`config.mk`:
```
export PLATFORM = sky130hd
export DESIGN_NAME = hmv_ctrl
export DESIGN_NICKNAME = d
export VERILOG_FILES = /design/src/hmv_pkg.sv /design/src/hmv_ctrl.sv
export VERILOG_INCLUDE_DIRS = /design/src
export SDC_FILE = /design/constraint.sdc
export NUM_CORES = 2
export LEC_CHECK = 0
export ABC_AREA = 0
export BUFFER_PORTS_ARGS = -buffer_cell sky130_fd_sc_hd__buf_4
export CELL_PAD_IN_SITES_DETAIL_PLACEMENT = 1
export CELL_PAD_IN_SITES_GLOBAL_PLACEMENT = 2
export CORE_UTILIZATION = 34
export CTS_CLUSTER_SIZE = 10
export DETAILED_ROUTE_END_ITERATION = 10
export GPL_ROUTABILITY_DRIVEN = 0
export PLACE_DENSITY_LB_ADDON = 0.1
export RECOVER_POWER = 50
export SKIP_LAST_GASP = 1
export SLEW_MARGIN = 20
export SYNTH_ARGS = -nofsm -noshare
export SYNTH_HDL_FRONTEND = slang
export SYNTH_SLANG_ARGS = --single-unit
```
`constraint.sdc`:
```
create_clock -name clk -period 28.9 [get_ports clk]
set_input_delay 2.89 -clock clk [delete_from_list [all_inputs] [get_ports clk]]
set_output_delay 2.89 -clock clk [all_outputs]
set_load 0.005 [all_outputs]
```
`src/hmv_consts.svh`:
```
// Constants of the homing and profile velocity control block.
// Assumes one 250 MHz drive clock; offsets are object dictionary indices.
`ifndef HMV_CONSTS_SVH
`define HMV_CONSTS_SVH
`define HMV_IDX_SENSOR 16'h6069
`define HMV_IDX_REF 16'h606b
`define HMV_IDX_MOTOR 16'h606c
`define HMV_IDX_BAND 16'h606d
`define HMV_IDX_WIN_MS 16'h606e
`define HMV_IDX_THR_BAND 16'h606f
`define HMV_IDX_THR_MS 16'h6070
`define HMV_IDX_CEIL 16'h607f
`define HMV_IDX_TARGET 16'h60ff
`define HMV_RST_BAND 16'h0014
`define HMV_RST_WIN_MS 16'h0000
`define HMV_RST_THR_BAND 16'h0032
`define HMV_RST_THR_MS 16'h0000
`define HMV_RST_CEIL 32'h0000_0000
`define HMV_RST_TARGET 32'h0000_0000
`define HMV_CTRL_HALT 8
`define HMV_STAT_REACHED 10
`define HMV_STAT_ZERO 12
`define HMV_STAT_SLIP 13
`define HMV_CLK_NS 4
`define HMV_MS_NS 1000000
`define HMV_MS_CYCLES (`HMV_MS_NS / `HMV_CLK_NS)
`endif

```
`src/hmv_pkg.sv`:
```
// Types of the homing and profile velocity control block.
// Assumes the constants header is included by the design file.
package hmv_pkg;
  typedef enum logic [2:0] {
    HMV_IDLE = 3'b000,
    HMV_LEG1 = 3'b001,
    HMV_LEG2 = 3'b010,
    HMV_INDEX = 3'b011,
    HMV_STALL = 3'b100
  } hmv_state_t;

  typedef struct packed {
    logic valid;
    logic two_leg;
    logic dir_pos;
    logic want_rise;
  } hmv_plan_t;

  typedef struct packed {
    logic [15:0] index;
    logic wr;
    logic rd;
    logic [31:0] wdata;
  } hmv_obj_req_t;

  typedef struct packed {
    logic [31:0] rdata;
    logic ack;
    logic err;
  } hmv_obj_rsp_t;

  typedef struct packed {
    logic move;
    logic fast;
    logic dir_pos;
    logic done;
    logic err;
    logic [31:0] home_pos;
  } hmv_home_t;

  typedef struct packed {
    logic sw_s1;
    logic sw_s2;
    logic sw_p;
    logic ix_s1;
    logic ix_s2;
    logic ix_p;
    logic [31:0] tick_cnt;
    logic tick;
    hmv_state_t hstate;
    hmv_plan_t plan;
    logic stall_rev;
    hmv_home_t home;
    logic [16:0] win_cnt;
    logic [16:0] thr_cnt;
    logic [16:0] stall_cnt;
    logic reached;
    logic zero_spd;
    logic slip;
    logic [15:0] band;
    logic [15:0] win_ms;
    logic [15:0] thr_band;
    logic [15:0] thr_ms;
    logic [31:0] ceiling;
    logic [31:0] target;
    logic [31:0] demand;
    hmv_obj_rsp_t rsp;
  } hmv_st_t;
endpackage : hmv_pkg

```
`src/hmv_ctrl.sv`:
```
// Homing sequencer and profile velocity control for one servo axis.
// Assumes a fieldbus stack that turns object reads and writes into the
// index port here, and a speed loop that follows speed_ref.
`timescale 1ns/1ps
`include "hmv_consts.svh"
module hmv_ctrl #(
  parameter int MS_CYCLES = `HMV_MS_CYCLES,
  parameter logic [31:0] RAMP_STEP = 32'h0000_0010
) (
  input wire logic clk,
  input wire logic rst,
  input wire hmv_pkg::hmv_obj_req_t obj_req,
  output hmv_pkg::hmv_obj_rsp_t obj_rsp,
  input wire logic [15:0] control_word,
  input wire logic velocity_mode_en,
  input wire logic home_start,
  input wire logic signed [7:0] home_method,
  input wire logic home_switch,
  input wire logic index_pulse,
  input wire logic signed [15:0] torque_now,
  input wire logic [15:0] stall_torque_setting,
  input wire logic [15:0] stall_dwell_setting,
  input wire logic [31:0] position_now,
  input wire logic signed [31:0] sensor_speed_in,
  input wire logic signed [31:0] motor_speed_in,
  input wire logic slip_limit_flag,
  output logic [15:0] status_word,
  output logic signed [31:0] speed_ref,
  output hmv_pkg::hmv_home_t home
);
  import hmv_pkg::*;

  hmv_st_t st_q;
  hmv_st_t st_d;

  // Only the switch methods that reach home on an edge are planned here.
  function automatic hmv_plan_t plan_of(input logic signed [7:0] m,
                                        input logic sw);
    hmv_plan_t p;
    p = '0;
    p.valid = 1'b1;
    case (m)
      8'sd19: p = sw ? 4'b1000 : 4'b1111;
      8'sd20: p = sw ? 4'b1100 : 4'b1011;
      8'sd21: p = sw ? 4'b1010 : 4'b1101;
      8'sd22: p = sw ? 4'b1110 : 4'b1001;
      default: p = '0;
    endcase
    return p;
  endfunction : plan_of

  function automatic logic [32:0] abs33(input logic signed [32:0] v);
    return v[32] ? 33'(-v) : v;
  endfunction : abs33

  logic rise;
  logic fall;
  logic edge_hit;
  logic stalled;
  logic [32:0] err_abs;
  logic [32:0] spd_abs;
  logic [32:0] lim;
  logic signed [32:0] goal;
  logic signed [32:0] ramp;
  logic halt;
  logic signed [32:0] ramp_step;

  assign halt = control_word[`HMV_CTRL_HALT];
  // An unsigned step would make the ramp compares unsigned and walk a
  // resting reference below zero.
  assign ramp_step = signed'({1'b0, RAMP_STEP});
  assign rise = st_q.sw_s2 & ~st_q.sw_p;
  assign fall = ~st_q.sw_s2 & st_q.sw_p;
  assign edge_hit = st_q.plan.want_rise ? rise : fall;
  assign stalled = st_q.stall_cnt >= {1'b0, stall_dwell_setting};
  assign err_abs = abs33(33'(motor_speed_in) - 33'(signed'(st_q.target)));
  assign spd_abs = abs33(33'(motor_speed_in));
  // A ceiling above the signed range cannot limit a signed reference.
  assign lim = st_q.ceiling[31] ? 33'h0_7fff_ffff : {1'b0, st_q.ceiling};

  always_comb
  begin
    st_d = st_q;
    goal = '0;
    ramp = '0;
    st_d.rsp.ack = 1'b0;
    st_d.rsp.err = 1'b0;
    // The first stages feed only the second stages.
    st_d.sw_s1 = home_switch;
    st_d.sw_s2 = st_q.sw_s1;
    st_d.sw_p = st_q.sw_s2;
    st_d.ix_s1 = index_pulse;
    st_d.ix_s2 = st_q.ix_s1;
    st_d.ix_p = st_q.ix_s2;

    st_d.tick = 1'b0;
    if (st_q.tick_cnt >= 32'(MS_CYCLES - 1))
    begin
      st_d.tick_cnt = '0;
      st_d.tick = 1'b1;
    end
    else
    begin
      st_d.tick_cnt = st_q.tick_cnt + 32'h1;
    end

    // Window and threshold timers restart when leaving their bands; the stall timer restarts below the stall torque or outside HMV_STALL.
    if (err_abs >= {17'h0, st_q.band})
      st_d.win_cnt = '0;
    else if (st_q.tick && !st_q.win_cnt[16])
      st_d.win_cnt = st_q.win_cnt + 17'h1;
    if (spd_abs >= {17'h0, st_q.thr_band})
      st_d.thr_cnt = '0;
    else if (st_q.tick && !st_q.thr_cnt[16])
      st_d.thr_cnt = st_q.thr_cnt + 17'h1;
    if (st_q.hstate != HMV_STALL ||
        abs33(33'(torque_now)) < {17'h0, stall_torque_setting})
      st_d.stall_cnt = '0;
    else if (st_q.tick && !st_q.stall_cnt[16])
      st_d.stall_cnt = st_q.stall_cnt + 17'h1;

    // Halt turns target reached into an at-rest indication.
    if (halt)
      st_d.reached = motor_speed_in == 32'sh0;
    else
      st_d.reached = err_abs < {17'h0, st_q.band} &&
                     st_d.win_cnt >= {1'b0, st_q.win_ms};
    st_d.zero_spd = spd_abs < {17'h0, st_q.thr_band} &&
                    st_q.thr_cnt > {1'b0, st_q.thr_ms};
    st_d.slip = slip_limit_flag;

    // The ramp stands in for the profile generator; halt ramps to zero.
    if (velocity_mode_en && !halt)
      goal = 33'(signed'(st_q.target));
    if (goal > signed'(lim))
      goal = signed'(lim);
    else if (goal < -signed'(lim))
      goal = -signed'(lim);
    ramp = 33'(signed'(st_q.demand));
    if (goal > ramp + ramp_step)
      ramp = ramp + ramp_step;
    else if (goal < ramp - ramp_step)
      ramp = ramp - ramp_step;
    else
      ramp = goal;
    if (ramp > signed'(lim))
      ramp = signed'(lim);
    else if (ramp < -signed'(lim))
      ramp = -signed'(lim);
    st_d.demand = ramp[31:0];

    case (st_q.hstate)
      HMV_IDLE:
      begin
        if (home_start)
        begin
          st_d.home.done = 1'b0;
          st_d.home.err = 1'b0;
          st_d.home.fast = 1'b0;
          st_d.plan = plan_of(home_method, st_q.sw_s2);
          st_d.stall_rev = home_method == -8'sd4 || home_method == -8'sd3;
          case (home_method)
            8'sd35:
            begin
              st_d.home.home_pos = position_now;
              st_d.home.done = 1'b1;
            end
            8'sd33, 8'sd34:
            begin
              st_d.home.move = 1'b1;
              st_d.home.dir_pos = home_method == 8'sd34;
              st_d.hstate = HMV_INDEX;
            end
            -8'sd1, -8'sd2, -8'sd3, -8'sd4:
            begin
              st_d.home.move = 1'b1;
              st_d.home.dir_pos = home_method == -8'sd2 ||
                                  home_method == -8'sd4;
              st_d.hstate = HMV_STALL;
            end
            default:
            begin
              if (st_d.plan.valid)
              begin
                st_d.home.move = 1'b1;
                st_d.home.fast = st_d.plan.two_leg;
                st_d.home.dir_pos = st_d.plan.dir_pos;
                st_d.hstate = st_d.plan.two_leg ? HMV_LEG1 : HMV_LEG2;
              end
              else
              begin
                st_d.home.err = 1'b1;
              end
            end
          endcase
        end
      end
      HMV_LEG1:
      begin
        if (edge_hit)
        begin
          st_d.home.fast = 1'b0;
          st_d.home.dir_pos = ~st_q.home.dir_pos;
          st_d.plan.want_rise = ~st_q.plan.want_rise;
          st_d.hstate = HMV_LEG2;
        end
      end
      HMV_LEG2:
      begin
        if (edge_hit)
        begin
          st_d.home.home_pos = position_now;
          st_d.home.move = 1'b0;
          st_d.home.done = 1'b1;
          st_d.hstate = HMV_IDLE;
        end
      end
      HMV_INDEX:
      begin
        if (st_q.ix_s2 && !st_q.ix_p)
        begin
          st_d.home.home_pos = position_now;
          st_d.home.move = 1'b0;
          st_d.home.done = 1'b1;
          st_d.hstate = HMV_IDLE;
        end
      end
      HMV_STALL:
      begin
        if (stalled && st_q.stall_rev)
        begin
          st_d.home.dir_pos = ~st_q.home.dir_pos;
          st_d.hstate = HMV_INDEX;
        end
        else if (stalled)
        begin
          st_d.home.home_pos = position_now;
          st_d.home.move = 1'b0;
          st_d.home.done = 1'b1;
          st_d.hstate = HMV_IDLE;
        end
      end
      default:
      begin
        st_d.hstate = HMV_IDLE;
      end
    endcase

    // Writes to read-only or unknown objects are refused with err.
    if (obj_req.wr || obj_req.rd)
    begin
      st_d.rsp.ack = 1'b1;
      st_d.rsp.rdata = '0;
      case (obj_req.index)
        `HMV_IDX_SENSOR: st_d.rsp.rdata = sensor_speed_in;
        `HMV_IDX_REF: st_d.rsp.rdata = st_q.demand;
        `HMV_IDX_MOTOR: st_d.rsp.rdata = motor_speed_in;
        `HMV_IDX_BAND: st_d.rsp.rdata = {16'h0, st_q.band};
        `HMV_IDX_WIN_MS: st_d.rsp.rdata = {16'h0, st_q.win_ms};
        `HMV_IDX_THR_BAND: st_d.rsp.rdata = {16'h0, st_q.thr_band};
        `HMV_IDX_THR_MS: st_d.rsp.rdata = {16'h0, st_q.thr_ms};
        `HMV_IDX_CEIL: st_d.rsp.rdata = st_q.ceiling;
        `HMV_IDX_TARGET: st_d.rsp.rdata = st_q.target;
        default: st_d.rsp.err = 1'b1;
      endcase
      if (obj_req.wr)
      begin
        case (obj_req.index)
          `HMV_IDX_BAND: st_d.band = obj_req.wdata[15:0];
          `HMV_IDX_WIN_MS: st_d.win_ms = obj_req.wdata[15:0];
          `HMV_IDX_THR_BAND: st_d.thr_band = obj_req.wdata[15:0];
          `HMV_IDX_THR_MS: st_d.thr_ms = obj_req.wdata[15:0];
          `HMV_IDX_CEIL: st_d.ceiling = obj_req.wdata;
          `HMV_IDX_TARGET: st_d.target = obj_req.wdata;
          default: st_d.rsp.err = 1'b1;
        endcase
      end
    end
  end

  always_ff @(posedge clk)
  begin
    if (rst)
    begin
      st_q <= '0;
      st_q.band <= `HMV_RST_BAND;
      st_q.win_ms <= `HMV_RST_WIN_MS;
      st_q.thr_band <= `HMV_RST_THR_BAND;
      st_q.thr_ms <= `HMV_RST_THR_MS;
      st_q.ceiling <= `HMV_RST_CEIL;
      st_q.target <= `HMV_RST_TARGET;
    end
    else
    begin
      st_q <= st_d;
    end
  end

  always_comb
  begin
    status_word = '0;
    status_word[`HMV_STAT_REACHED] = st_q.reached;
    status_word[`HMV_STAT_ZERO] = st_q.zero_spd;
    status_word[`HMV_STAT_SLIP] = st_q.slip;
  end
  assign speed_ref = st_q.demand;
  assign home = st_q.home;
  assign obj_rsp = st_q.rsp;

  a_present_home: assert property (@(posedge clk) disable iff (rst)
    st_q.hstate == HMV_IDLE && home_start && home_method == 8'sd35
    |=> home.done && !home.move && home.home_pos == $past(position_now))
    else $error("present position not adopted");
  a_index_stop: assert property (@(posedge clk) disable iff (rst)
    st_q.hstate == HMV_INDEX && st_q.ix_s2 && !st_q.ix_p
    |=> home.done && !home.move ##1 !home.move)
    else $error("index pulse did not stop homing");
  a_edge_stop: assert property (@(posedge clk) disable iff (rst)
    st_q.hstate == HMV_LEG2 && edge_hit
    |=> home.done && home.home_pos == $past(position_now))
    else $error("switch edge did not set home");
  a_leg_turn: assert property (@(posedge clk) disable iff (rst)
    st_q.hstate == HMV_LEG1 && edge_hit
    |=> !home.fast && home.dir_pos != $past(home.dir_pos))
    else $error("first leg did not reverse slowly");
  a_halt_moving: assert property (@(posedge clk) disable iff (rst)
    halt && motor_speed_in != 32'sh0
    |=> !status_word[`HMV_STAT_REACHED])
    else $error("reached shown while decelerating");
  a_window_leave: assert property (@(posedge clk) disable iff (rst)
    !halt && err_abs >= {17'h0, st_q.band}
    |=> !status_word[`HMV_STAT_REACHED] && st_q.win_cnt == 17'h0)
    else $error("reached held outside window");
  a_zero_leave: assert property (@(posedge clk) disable iff (rst)
    spd_abs >= {17'h0, st_q.thr_band}
    |=> !status_word[`HMV_STAT_ZERO] && st_q.thr_cnt == 17'h0)
    else $error("zero speed held above threshold");
  a_slip_follow: assert property (@(posedge clk) disable iff (rst)
    slip_limit_flag |=> status_word[`HMV_STAT_SLIP] ##0
    $past(slip_limit_flag))
    else $error("slippage flag not reported");
  a_ceiling_hold: assert property (@(posedge clk) disable iff (rst)
    $past(lim) == lim |-> abs33(33'(speed_ref)) <= lim)
    else $error("speed reference above ceiling");
endmodule : hmv_ctrl

```
==> flow_summary.yaml <==
critical_path:
  crit_top_cell: "buf_4"
  crit_path_max_incr_delay_ns: 0.83
  cpLargestDelayFamily: "compound AO/OA/AOI/OAI gates"
  worst_setup_path_end_kind: "flip-flop"
  crit_required_ns: 29.35
  worst_setup_path_start_kind: "input pin"
  cp_slowest_cell: "a2111oi_0"
  critPathArrivalTime_ns: 14.14
  worstSetupPathType: "input pin to flip-flop"
  critPathMaxFanout: 56
  crit_buf_inv: 6
grt:
  grt_pass1_vias: 29200
  grt_pass1_wl_um: 184000
  grtUsageMet1_pct: 38.4
  use_met2_pct: 45.8
  met3_usage_pct: 2.99
  antenna_found_initial: 3
  overflow: 0
  grt_max_degree: 83
  grt_most_used_layer: "met2"
  grtUsageTotal_pct: 27.8
timing:
  tightest_slew_ns: 4.32
  skew_ns: 0.0334
  setup_violations: 0
  fmax_ghz: 0.0731
  drv_slew: 227
  min_period_ns: 13.69
  fin_crit_sh_pct: 47.4
  whs_ns: 0.453
  slew_headroom_pct: -188
  fin_setup_tns_ns: 0
  worst_slack_ns: 15.21
  rsz0062_at_grt: "false"
  final_hold_viol_count: 0
logic_synthesis:
  yosysSeqAreaShare_pct: 22.6
  synth_most_common_cell: "nand2_1"
  synth_edf_count: 0
  ys_warn_count: 0
  synth.largest_area_cell: "dfxtp_1"
  synthArstFlopShare_pct: 0
  netlist_top_cells_count: "nand2_1 (502), a21oi_1 (359), dfxtp_1 (329), ha_1 (320), nor2_1 (300)"
  synth.avg_cell_area_um2: 7.44
  ys.flop_type: "dfxtp_1"
  ys_top_cells_by_area: "dfxtp_1 (23%), ha_1 (14%), nand2_1 (6.5%)"
  netlist_instances: 3916
  synth_area_um2: 29100
  synth_cell_types: 90
  ys_seq_elements: 329
  synth_top_area_share_pct: 22.6
clock_network:
  cts_hold_buf: 0
  clk_latency_ns: 0.60
  numCtsBuffers: 44
  post_cts_buffers: 0
  root_buffer: "clkbuf_16"
  h-tree-depth: 2
  path_clk_slew_ns: 0.06
  clock-sinks: 329
  cts_tree: "done"
  cts_resized: 0
  clockBufferDepth: 3
final_layout:
  syn_to_final_growth_pct: 13.3
  diodes: 0
  fin_nets: 4565
  drive_gt1_share_pct: 11.3
  final.fill_count: 10300
flow_run:
  cap_violations: 4
floorplanning:
  floorplan.initialDensity_pct: 34.6
  die-area_um2: 86800
  ios: 344
  die_x_um: 295
  die_h_um: 295
  fp.coreArea_um2: 84200
  row_count: 106
routing:
  drt_iter0_drc: 1923
  via_per_inst: 5.70
  wl_um: 123000
  dr.pass1.iters: 9
  routedWlPerCell_um: 23.8
  postRouteAntennaNets: 0
  vias: 29500
  drc: 0
power_and_ir_drop:
  powerDensity_nw_per_um2: 64.8
  p_leak_nw: 12.9
  peakVddDrop_mv: 0.108
placement:
  hpwl_um: 98700
  io_buffers: 315
  dp_slack_ns: 14.69
hold_path:
  min_path_type: "flip-flop to flip-flop"
outcome:
  status: "finished with violations"
  failed_checks: "max-capacitance violations, max-slew violations"
report_power, final:
| part | leakage, nW | switching [mW] | internal, mW |
|---|---|---|---|
| Combinational | 9.54 | 0.704 | 0.380 |
| Sequential | 2.66 | 0.0240 | 0.465 |
| Clock | 0.709 | 0.227 | 0.339 |
per-stage QoR:
| step | cell area, um2 | total power [mW] | instances | util (%) |
|---|---|---|---|---|
| floorplan | 29200 | 1.21 | 3942 | - |
| global placement | 31700 | 1.56 | 5106 | 37.6 |
| detailed placement | 31700 | 1.57 | 5106 | 37.6 |
| CTS | 33200 | 2.15 | 5180 | 39.4 |
| global route | 33000 | 2.27 | 5181 | 39.2 |
| finish | 33000 | 2.14 | 5181 | 39.2 |
cells in the final DEF, fill, tap and decap left out, types with 25 or more instances in the layout:
master and instances:
nand2_1 502, a21oi_1 358, dfxtp_1 328, ha_1 320, nor2_1 296, buf_4 242
inv_1 200, o21ai_0 163, nor3_1 127, xnor2_1 121, nand3_1 107, xor2_1 73
clkbuf_4 70, a21o_1 68, nand4_1 66, and2_1 55, clkbuf_1 51, a22oi_1 49
clkbuf_16 44, nor4_1 42, nor2b_1 41, and3_1 39, o21a_1 39, o211ai_1 36
a22o_1 34, a31oi_1 34, a211oi_1 33, a222oi_1 30, mux2i_1 29, nand2b_1 28
o22ai_1 28, conb_1 27, or3_1 25
worst reg2reg max path, delay by kind of cell (launching register included):
family / cells / cell delay, ns
compound gates: 18 / 4.88
fa+ha+maj: 3 / 0.85
buf+inv: 4 / 1.21
simple gates: 14 / 5.37
flops: 1 / 0.43
sequential cells by signal, summed over array words and instances, names as in the netlist:
name and count:
home 37, status_word 3, st_d 4, st_q 219, speed_ref 32, obj_rsp 34
worst paths after layout:
kind	from	to	slack (ns)	depth (start not counted)
max reg2reg	st_q[100]$_SDFFE_PP0P_	speed_ref[3]$_SDFF_PP0_	16.00	39
max	control_word[8]	speed_ref[3]$_SDFF_PP0_	15.21	36
min	st_d[330]$_SDFF_PP0_	st_d[329]$_SDFF_PP0_	0.45	1
min reg2reg	st_d[330]$_SDFF_PP0_	st_d[329]$_SDFF_PP0_	0.45	1
metal layers:
metal	wire [um]	vias to the layer above
met4	2940	2
met1	58600	14500
met5	12	-
li1	-	14300
met2	56700	631
met3	5160	127
logic make-up (layout without fill, tap and decap cells):
| group | count (synthesis) | in the layout | synth area share (%) |
|---|---|---|---|
| xor+xnor | 194 | 194 | 5.83 |
| buf+inv | 522 | 627 | 8.33 |
| fa+ha+maj | 321 | 321 | 13.8 |
| other cells | 1 | 27 | 0.0129 |
| compound gates | 1062 | 1062 | 24.0 |
| mux | 42 | 42 | 1.50 |
| simple gates | 1445 | 1445 | 23.9 |
| flops | 329 | 329 | 22.6 |
cell type report:
type / instances / area, um2 / share of cell area, %
multi-input cells: 3091 / 20300 / 61.5
flip-flops and latches: 329 / 6590 / 20.0
repair buffers: 353 / 2500 / 7.56
well taps: 1134 / 1420 / 4.30
clock buffers: 63 / 1260 / 3.82
inverters: 200 / 751 / 2.27
clock inverters: 11 / 191 / 0.580
Power figures use the tool's default switching activity.
